File: config.mk
export PLATFORM = sky130hd
export DESIGN_NAME = ttp_panel
export DESIGN_NICKNAME = d
export VERILOG_FILES = /design/src/design/ttp_pkg.sv /design/src/design/ttp_panel.sv /design/src/design/ttp_sync.sv /design/src/design/ttp_button.sv
export SDC_FILE = /design/constraint.sdc
export NUM_CORES = 1
export LEC_CHECK = 0
export ABC_AREA = 1
export BUFFER_PORTS_ARGS = -buffer_cell sky130_fd_sc_hd__buf_4
export CAP_MARGIN = 20
export CORE_MARGIN = 5
export CORE_UTILIZATION = 25
export DETAILED_ROUTE_END_ITERATION = 8
export PLACE_DENSITY = 0.42
export SLEW_MARGIN = 20
export SYNTH_ARGS = -nofsm -noshare
export SYNTH_HDL_FRONTEND = slang
export SYNTH_HIERARCHICAL = 1
export SYNTH_SLANG_ARGS = --single-unit
File: constraint.sdc
create_clock -name core_clk_in -period 3.3 [get_ports core_clk_in]
set_input_delay 0.33 -clock core_clk_in [delete_from_list [all_inputs] [get_ports core_clk_in]]
set_output_delay 0.33 -clock core_clk_in [all_outputs]
set_load 0.02 [all_outputs]
File: src/design/ttp_pkg.sv
package ttp_pkg;

  // system clock rate
  localparam int CLK_MHZ = 250;

  // contact bounce window for panel pushbuttons
  localparam int DEBOUNCE_US = 4;
  localparam int DEBOUNCE_CYCLES = DEBOUNCE_US * CLK_MHZ;

  // power-on clear hold time
  localparam int POR_US = 100;
  localparam int POR_CYCLES_DEF = POR_US * CLK_MHZ;

  // master clear pulse after a panel reset
  localparam int MCLR_NS = 400;
  localparam int MCLR_CYCLES = (MCLR_NS * CLK_MHZ) / 1000;
  localparam int MCLR_W = 8;

  // thumbwheel: only positions 0..3 address a host line
  localparam int UNIT_LINES = 4;
  localparam logic [3:0] UNIT_MAX = 4'h3;

  // raw inputs passed through the synchroniser
  localparam int SYNC_W = 32;

  typedef enum logic [3:0] {
    ST_CLEAR   = 4'h1,
    ST_EMPTY   = 4'h2,
    ST_LOADING = 4'h4,
    ST_LOADED  = 4'h8
  } ttp_state_t;

endpackage

File: src/design/ttp_panel.sv
`timescale 1ns/1ns
// Overview of operation
// RL1: thumbwheel positions 0-3 pick one host line
// RL2: low watched line asserts both selection signals
// RL3: straps force selection, bypassing address compare
// RL4: each momentary press yields one command
// RL5: high-density position drives phase select false
// RL6: low-density position drives phase select low
// RL7: all panel indicators are active low
// RL8: start indicator lit at marker, tape resting
// RL9: write-protect indicator lit without enable ring
// RL10: load-fault indicator lit unless loaded and ready
// RL11: on-line alone does not admit host commands
// RL12: on-line needs switch, select, load, interlocks
// RL13: power-up clears logic; load accepted first
// RL14: before load completes only reset is honoured
// RL15: reset during load aborts it, clears logic
// RL16: once loaded, all commands except load
// RL17: reload only after a vacuum interlock opened
// RL18: loaded tape rewinds from host or panel
// RL19: panel runs off-line, host only on-line
// RL20: inputs synchronised, presses debounced to pulses
// RL21: come up off-line, unloaded, not ready
// RL22: host status driven only while selected-ready-online
// RL23: ready needs interlock, load, unload, rewind high
// RL24: host commands only when selected, ready, on-line
// RL25: at start marker, forward accepted, reverse refused
module ttp_panel
  import ttp_pkg::*;
#(
  parameter int POR_CYCLES = POR_CYCLES_DEF
)
(
  input wire logic core_clk_in,
  input wire logic nrst_in,
  input wire logic [3:0] unit_sw_in,
  input wire logic [UNIT_LINES-1:0] host_sel_n_in,
  input wire logic strap_sel_in,
  input wire logic strap_sel_aux_in,
  input wire logic load_make_n_in,
  input wire logic load_break_n_in,
  input wire logic online_make_n_in,
  input wire logic online_break_n_in,
  input wire logic unload_make_n_in,
  input wire logic unload_break_n_in,
  input wire logic reset_make_n_in,
  input wire logic reset_break_n_in,
  input wire logic density_sw_in,
  input wire logic tape_start_marker_in,
  input wire logic tape_end_marker_in,
  input wire logic write_ring_in,
  input wire logic delayed_interlock_in,
  input wire logic load_status_n_in,
  input wire logic unload_n_in,
  input wire logic rewind_status_n_in,
  input wire logic vacuum_open_in,
  input wire logic tape_moving_in,
  input wire logic host_forward_cmd_n_in,
  input wire logic host_reverse_cmd_n_in,
  input wire logic host_rewind_cmd_n_in,
  input wire logic host_unload_cmd_n_in,
  output logic unit_selected_out,
  output logic unit_selected_aux_out,
  output logic phase_enc_select_n_out,
  output logic power_on_clear_n_out,
  output logic master_clear_n_out,
  output logic sel_ready_online_out,
  output logic ready_out,
  output logic online_out,
  output logic loaded_out,
  output logic load_cmd_out,
  output logic rewind_cmd_out,
  output logic unload_cmd_out,
  output logic fwd_cmd_out,
  output logic rev_cmd_out,
  output logic start_ind_n_out,
  output logic write_protect_ind_n_out,
  output logic load_fault_ind_n_out,
  output logic online_ind_n_out,
  output logic gcr_ind_n_out,
  output logic pe_ind_n_out,
  output logic host_status_oe_out,
  output logic host_at_start_n_out,
  output logic host_write_protect_n_out,
  output logic host_online_n_out,
  output logic host_ready_n_out,
  output logic host_density_ind_n_out
);

  localparam int PW = $clog2(POR_CYCLES + 1);

  // synchronised copies
  logic [3:0] unit_sw;
  logic [UNIT_LINES-1:0] host_sel_n;
  logic strap_sel, strap_aux;
  logic ld_mk, ld_bk, on_mk, on_bk, un_mk, un_bk, rs_mk, rs_bk;
  logic density, at_start, at_end, ring, delayed_interlock, lds_n, unl_n, rws_n;
  logic vac_open, moving, fwd_n, rev_n, hrew_n, hunl_n;

  logic load_press, online_press, unload_press, reset_press;
  logic hrew_d, hunl_d, hrew_pulse, hunl_pulse;
  logic [PW-1:0] por_cnt;
  logic por_done;
  logic [MCLR_W-1:0] mclr_cnt;
  ttp_state_t state, next_state;
  logic load_take, rewind_take, unload_take;
  logic rearm, unloading, online;
  logic sel_c, aux_c, ready_c, sro_c;

  // selector and straps are static but still pass two flops
  ttp_sync #(.WIDTH(SYNC_W)) u_sync (
    .core_clk_in(core_clk_in),
    .nrst_in(nrst_in),
    .d_in({unit_sw_in, host_sel_n_in, strap_sel_in, strap_sel_aux_in,
           load_make_n_in, load_break_n_in, online_make_n_in, online_break_n_in,
           unload_make_n_in, unload_break_n_in, reset_make_n_in, reset_break_n_in,
           density_sw_in, tape_start_marker_in, tape_end_marker_in, write_ring_in,
           delayed_interlock_in, load_status_n_in, unload_n_in, rewind_status_n_in,
           vacuum_open_in, tape_moving_in, host_forward_cmd_n_in,
           host_reverse_cmd_n_in, host_rewind_cmd_n_in, host_unload_cmd_n_in}),
    .q_out({unit_sw, host_sel_n, strap_sel, strap_aux,
            ld_mk, ld_bk, on_mk, on_bk, un_mk, un_bk, rs_mk, rs_bk,
            density, at_start, at_end, ring, delayed_interlock, lds_n, unl_n, rws_n,
            vac_open, moving, fwd_n, rev_n, hrew_n, hunl_n})
  );

  ttp_button u_load_btn (
    .core_clk_in(core_clk_in),
    .nrst_in(nrst_in),
    .make_n_in(ld_mk),
    .break_n_in(ld_bk),
    .press_out(load_press)
  );

  ttp_button u_online_btn (
    .core_clk_in(core_clk_in),
    .nrst_in(nrst_in),
    .make_n_in(on_mk),
    .break_n_in(on_bk),
    .press_out(online_press)
  );

  ttp_button u_unload_btn (
    .core_clk_in(core_clk_in),
    .nrst_in(nrst_in),
    .make_n_in(un_mk),
    .break_n_in(un_bk),
    .press_out(unload_press)
  );

  ttp_button u_reset_btn (
    .core_clk_in(core_clk_in),
    .nrst_in(nrst_in),
    .make_n_in(rs_mk),
    .break_n_in(rs_bk),
    .press_out(reset_press)
  );

  // spare positions never select, whatever the host drives
  function automatic logic unit_match(input logic [3:0] pos,
                                      input logic [UNIT_LINES-1:0] lines_n);
    unit_match = (pos <= UNIT_MAX) && !lines_n[pos[1:0]]; // RL1 RL2
  endfunction

  assign sel_c = strap_sel | unit_match(unit_sw, host_sel_n); // RL3
  assign aux_c = strap_aux | unit_match(unit_sw, host_sel_n); // RL3
  assign ready_c = (state == ST_LOADED) & delayed_interlock & lds_n & unl_n & rws_n; // RL23 RL21
  assign sro_c = sel_c & ready_c & online; // RL11 RL12
  assign hrew_pulse = hrew_d & ~hrew_n;
  assign hunl_pulse = hunl_d & ~hunl_n;

  // host rewind and unload lines are levels; act on their falling edge
  // reset low like the synchroniser, so no false edge follows reset
  always_ff @(posedge core_clk_in or negedge nrst_in)
  begin
    if (!nrst_in)
    begin
      hrew_d <= 1'b0;
      hunl_d <= 1'b0;
    end
    else
    begin
      hrew_d <= hrew_n;
      hunl_d <= hunl_n;
    end
  end

  always_ff @(posedge core_clk_in or negedge nrst_in)
  begin
    if (!nrst_in)
    begin
      por_cnt <= '0;
      por_done <= 1'b0;
    end
    else if (!por_done)
    begin
      if (por_cnt == PW'(POR_CYCLES - 1))
        por_done <= 1'b1;
      else
        por_cnt <= por_cnt + 1'b1;
    end
  end

  // master clear follows power-on clear and every panel reset
  always_ff @(posedge core_clk_in or negedge nrst_in)
  begin
    if (!nrst_in)
      mclr_cnt <= '0;
    else if (reset_press)
      mclr_cnt <= MCLR_W'(MCLR_CYCLES); // RL15
    else if (mclr_cnt != '0)
      mclr_cnt <= mclr_cnt - 1'b1;
  end

  always_comb
  begin
    next_state = state;
    load_take = 1'b0;
    case (state)
      ST_CLEAR:
        if (por_done)
          next_state = ST_EMPTY; // RL13
      ST_EMPTY:
        if (load_press && !online)
        begin
          next_state = ST_LOADING; // RL13 RL19
          load_take = 1'b1;
        end
      ST_LOADING:
        if (reset_press)
          next_state = ST_EMPTY; // RL15
        else if (delayed_interlock && lds_n)
          next_state = ST_LOADED;
      ST_LOADED:
        if (unloading && vac_open)
          next_state = ST_EMPTY;
        else if (load_press && rearm && !online)
        begin
          next_state = ST_LOADING; // RL16 RL17
          load_take = 1'b1;
        end
      default:
        next_state = ST_CLEAR;
    endcase
  end

  always_ff @(posedge core_clk_in or negedge nrst_in)
  begin
    if (!nrst_in)
      state <= ST_CLEAR;
    else
      state <= next_state;
  end

  // in the loaded state the load/rewind button means rewind until rearmed
  assign rewind_take = (state == ST_LOADED) && !at_start && // RL18
    ((load_press && !rearm && !online) || (hrew_pulse && sro_c)); // RL19
  assign unload_take = (state == ST_LOADED) &&
    ((unload_press && !online) || (hunl_pulse && sro_c)); // RL19

  // set wins over clear so an opening in the entry cycle is kept
  always_ff @(posedge core_clk_in or negedge nrst_in)
  begin
    if (!nrst_in)
      rearm <= 1'b0;
    else if (state == ST_LOADED && vac_open)
      rearm <= 1'b1; // RL17
    else if (state != ST_LOADED)
      rearm <= 1'b0;
  end

  always_ff @(posedge core_clk_in or negedge nrst_in)
  begin
    if (!nrst_in)
      unloading <= 1'b0;
    else if (unload_take)
      unloading <= 1'b1;
    else if (state != ST_LOADED)
      unloading <= 1'b0;
  end

  always_ff @(posedge core_clk_in or negedge nrst_in)
  begin
    if (!nrst_in)
      online <= 1'b0; // RL21
    else if (reset_press || next_state != ST_LOADED)
      online <= 1'b0; // RL14
    else if (online_press)
      online <= ~online;
  end

  always_ff @(posedge core_clk_in or negedge nrst_in)
  begin
    if (!nrst_in)
    begin
      load_cmd_out <= 1'b0;
      rewind_cmd_out <= 1'b0;
      unload_cmd_out <= 1'b0;
      fwd_cmd_out <= 1'b0;
      rev_cmd_out <= 1'b0;
    end
    else
    begin
      load_cmd_out <= load_take;
      rewind_cmd_out <= rewind_take;
      unload_cmd_out <= unload_take;
      fwd_cmd_out <= sro_c & ~fwd_n & rev_n; // RL24 RL25
      rev_cmd_out <= sro_c & ~rev_n & fwd_n & ~at_start; // RL24 RL25
    end
  end

  always_ff @(posedge core_clk_in or negedge nrst_in)
  begin
    if (!nrst_in)
    begin
      unit_selected_out <= 1'b0;
      unit_selected_aux_out <= 1'b0;
      phase_enc_select_n_out <= 1'b1;
      power_on_clear_n_out <= 1'b0;
      master_clear_n_out <= 1'b0;
      sel_ready_online_out <= 1'b0;
      ready_out <= 1'b0;
      online_out <= 1'b0;
      loaded_out <= 1'b0;
    end
    else
    begin
      unit_selected_out <= sel_c; // RL2
      unit_selected_aux_out <= aux_c; // RL2
      phase_enc_select_n_out <= density; // RL5 RL6
      power_on_clear_n_out <= por_done; // RL13
      master_clear_n_out <= por_done && mclr_cnt == '0 && !reset_press; // RL13
      sel_ready_online_out <= sro_c; // RL12
      ready_out <= ready_c; // RL23
      online_out <= online;
      loaded_out <= state == ST_LOADED;
    end
  end

  // indicators stay dark until power-on clear has finished
  always_ff @(posedge core_clk_in or negedge nrst_in)
  begin
    if (!nrst_in)
    begin
      start_ind_n_out <= 1'b1;
      write_protect_ind_n_out <= 1'b1;
      load_fault_ind_n_out <= 1'b1;
      online_ind_n_out <= 1'b1;
      gcr_ind_n_out <= 1'b1;
      pe_ind_n_out <= 1'b1;
    end
    else
    begin
      start_ind_n_out <= ~(por_done & at_start & ~moving); // RL7 RL8
      write_protect_ind_n_out <= ~(por_done & ~ring); // RL7 RL9
      load_fault_ind_n_out <= ~(por_done & ~ready_c); // RL10 RL21
      online_ind_n_out <= ~(por_done & online); // RL11
      gcr_ind_n_out <= ~(por_done & density); // RL5
      pe_ind_n_out <= ~(por_done & ~density); // RL6
    end
  end

  // undriven status lines idle high, as an open collector would
  always_ff @(posedge core_clk_in or negedge nrst_in)
  begin
    if (!nrst_in)
    begin
      host_status_oe_out <= 1'b0;
      host_at_start_n_out <= 1'b1;
      host_write_protect_n_out <= 1'b1;
      host_online_n_out <= 1'b1;
      host_ready_n_out <= 1'b1;
      host_density_ind_n_out <= 1'b1;
    end
    else
    begin
      host_status_oe_out <= sro_c; // RL22
      host_at_start_n_out <= ~(sro_c & at_start); // RL22
      host_write_protect_n_out <= ~(sro_c & ~ring); // RL22
      host_online_n_out <= ~(sro_c & online); // RL22
      host_ready_n_out <= ~sro_c; // RL22
      host_density_ind_n_out <= ~(sro_c & ~density); // RL22
    end
  end
endmodule

File: src/design/ttp_sync.sv
`timescale 1ns/1ns
module ttp_sync
  import ttp_pkg::*;
#(
  parameter int WIDTH = SYNC_W
)
(
  input wire logic core_clk_in,
  input wire logic nrst_in,
  input wire logic [WIDTH-1:0] d_in,
  output logic [WIDTH-1:0] q_out
);

  // first stage feeds the second stage only
  logic [WIDTH-1:0] meta;

  always_ff @(posedge core_clk_in or negedge nrst_in)
  begin
    if (!nrst_in)
    begin
      meta <= '0;
      q_out <= '0;
    end
    else
    begin
      meta <= d_in;
      q_out <= meta;
    end
  end

endmodule

File: src/design/ttp_button.sv
`timescale 1ns/1ns
module ttp_button
  import ttp_pkg::*;
#(
  parameter int BOUNCE_CYCLES = DEBOUNCE_CYCLES
)
(
  input wire logic core_clk_in,
  input wire logic nrst_in,
  input wire logic make_n_in,
  input wire logic break_n_in,
  output logic press_out
);

  localparam int CW = $clog2(BOUNCE_CYCLES + 1);

  logic held;
  logic [CW-1:0] cnt;
  logic want_press;
  logic want_release;

  // both contacts must agree; mid-travel states are ignored
  assign want_press = ~make_n_in & break_n_in;
  assign want_release = make_n_in & ~break_n_in;

  always_ff @(posedge core_clk_in or negedge nrst_in)
  begin
    if (!nrst_in)
    begin
      cnt <= '0;
      held <= 1'b0;
      press_out <= 1'b0;
    end
    else
    begin
      press_out <= 1'b0;
      if ((want_press & ~held) | (want_release & held))
      begin
        if (cnt == CW'(BOUNCE_CYCLES - 1))
        begin
          cnt <= '0;
          held <= ~held;
          press_out <= ~held; // RL4 RL20
        end
        else
        begin
          cnt <= cnt + 1'b1;
        end
      end
      else
      begin
        cnt <= '0;
      end
    end
  end
endmodule

==> results by group <==
Critical path
  • Max incr delay on CP: 430 ps
  • Crit. End Element: register
  • Worst-path cell chain: ha_1 -> nand2_1 -> nor2_1 -> nand2_1 -> nor3_2 -> nor2_4 -> buf_4 -> nand2_1 -> o21ai_2
  • CP Launch Type: register
  • Required @ worst endpoint: 3640 ps
  • Worst Path Max Fanout: 16
  • R2R setup slack: 1510 ps
  • Worst Reg-to-Reg Cells: 9
  • Slowest CP cell: dfrtp_1
  • Worst EP arrival: 2130 ps
  • Crit path top cell by count: nand2_1
  • Kind of critical path: register to register

Global route
  • GRT met1 Usage: 12.9%
  • Met2 GRT Util: 14.4%
  • Vias in the first global route: 4660
  • First-pass GRT wire length: 23400 um
  • Antenna violations before repair: 0
  • GR Util met3: 2.39%
  • Total GRT Usage: 9.45%
  • Largest net degree at the start of global routing: 74
  • Layer carrying the most global-route usage: met2
  • Grt ovf: 0

Cells and area
  • Layout Utilization: 31.9%
  • Non-Filler Instances: 1138
  • Inserted Diodes: 0
  • Layout cells sized above 1: 22.2%
  • # nets final: 824
  • Area growth, synth to finish: 25.3%

Placement
  • GP Congestion: 0.767
  • DP HPWL: 9610 um
  • Post-Place Cells: 1077
  • Port-buffer cells: 58

STA
  • Crit path time final: 1790 ps
  • Fmax: 560 MHz
  • Normalized max-slew margin: 53.3%
  • Clock Skew: 7.57 ps
  • Fin crit share: 54.1%
  • Unrepaired setup endpoints after global routing: no
  • Setup TNS: 0 ps
  • Setup violators final: 0
  • Worst slew pin tran: 700 ps
  • Max Slew Vio Count: 0
  • Fin. Hold Viols: 0

Floorplan
  • Starting density of the core: 25.4%
  • Die Ht: 176 um
  • Die area: 0.0308 mm^2
  • Core Region: 0.0270 mm^2
  • Die Span X: 176 um
  • IO Pins: 60
  • Row Count: 60

Clock tree
  • H-tree levels: 4
  • TritonCTS clock tree: done
  • Number of gates resized after cts: 0
  • Clock sink count: 167
  • Post-CTS setup buffer count: 0
  • Total CTS buffers: 17
  • Skew-Pair Late Insertion Delay: 420 ps
  • Max Buffers Root-to-Sink: 2
  • Worst-path clk slew: 60 ps
  • Root buffer cell: clkbuf_16

Route
  • Routed WL: 13500 um
  • DR vias: 4538
  • Antenna Nets Post-Route: 0
  • Routed WL per cell: 11.8 um
  • Number of iterations in the first detailed-routing pass: 4
  • Via density: 3.99
  • Starting DRT DRC Count: 193
  • DRC viols: 0

Yosys
  • Syn Nets: 720
  • Synthesized cell area: 0.00686 mm^2
  • Post-Syn Area per Cell: 10.1 um^2
  • Syn. warnings: 6
  • Synthesized instance count: 680

Power
  • VDD IR max: 0.000198 V
  • Pwr Density: 493 mW/mm^2
  • Leakage power: 3.93 nW

Min path
  • HP Class: input port to register
  • Hold-critical path depth: 1

Flow run
  • MaxCap Viol Count: 0

Status
  • Status: finished clean
## per-layer routing
metal / share of wire (%) / vias up / routed length, um
met5: 0 / - / 0
met4: 1.6 / 0 / 221
met3: 3.4 / 14 / 456
met2: 45 / 59 / 6030
met1: 50 / 2129 / 6750
li1: - / 2336 / -
## cells in the final DEF, fill, tap and decap left out, types with 3 or more instances in the layout
master           n
inv_1           86
xor2_1          18
dlygate4sd3_1   29
nor2_2           5
nand4_1          7
a21oi_1          9
nand3_1         46
nor3_1          18
buf_4           60
dfstp_2         12
dfrtp_1        155
ha_1             6
nand2_1        121
nand2_4          4
o21bai_1         4
o21ai_2         12
nand2_2         14
nor2_4          14
clkinvlp_4       3
nor2_1          90
a31oi_1          4
xnor2_1         11
clkbuf_1         4
nand3_2         13
inv_2           10
o21ai_0          3
clkbuf_16       17
## worst max-delay path, delay by kind of cell (launching register included)
family                   cells  cell delay, ps
AO/OA/AOI/OAI                1              50
adder cells (fa/ha/maj)      1             270
buffers and inverters        1             290
flip-flops                   1             430
AND/OR/NAND/NOR              6             670
## sequential cells by signal (all words and copies together) (netlist names), 4 cells and up
name and count:
u_sync/meta 31, u_online_btn/cnt 10, u_load_btn/cnt 10, u_reset_btn/cnt 10
u_sync/q_out 31, por_cnt 15, mclr_cnt 8, u_unload_btn/cnt 10
state 4
## power breakdown
part	total [mW]	internal (mW)	switching (mW)	leakage (nW)
Clock	1.97	1.16	0.811	0.275
Combinational	0.149	0.0668	0.0821	1.54
Sequential	2.11	2.09	0.0168	2.12
## worst paths after layout
check	endpoint	startpoint
setup / recovery	por_cnt[1]	por_cnt[0]
hold / removal	u_sync/meta[0]	host_unload_cmd_n_in
setup reg to reg	por_cnt[1]	por_cnt[0]
hold reg to reg	u_sync/q_out[30]	u_sync/meta[30]
max in group asynchronous	start_ind_n_out	nrst_in
min in group asynchronous	unit_selected_aux_out	nrst_in
## final cells by class
cell class / count / area (um^2)
fill: 2740 / 18400
sequential: 167 / 4190
multi-input combinational: 411 / 2260
timing repair buffer: 91 / 772
clock buffer: 23 / 468
tap: 341 / 427
inverter: 96 / 360
clock inverter: 9 / 118
## stage by stage
stage | setup WS (ps) | power, mW | area, um^2 | hold slack, ps
5_1_grt | 1340 | 4.44 | 8600 | 4.90
4_1_cts | 1500 | 4.34 | 8600 | 4.26
2_1_floorplan | 1810 | 2.18 | 6860 | 34.4
3_3_place_gp | 1550 | 2.28 | 7720 | 332
6_report | 1510 | 4.23 | 8600 | 26.3
3_5_place_dp | 1510 | 2.28 | 7720 | 335
## repair_timing
action                                  4_1_cts  5_1_grt
hold endpoints to repair                     92        0
hold buffers                                 29        0
endpoints found under the setup margin        0        0
(Power assumes the default switching activity.)
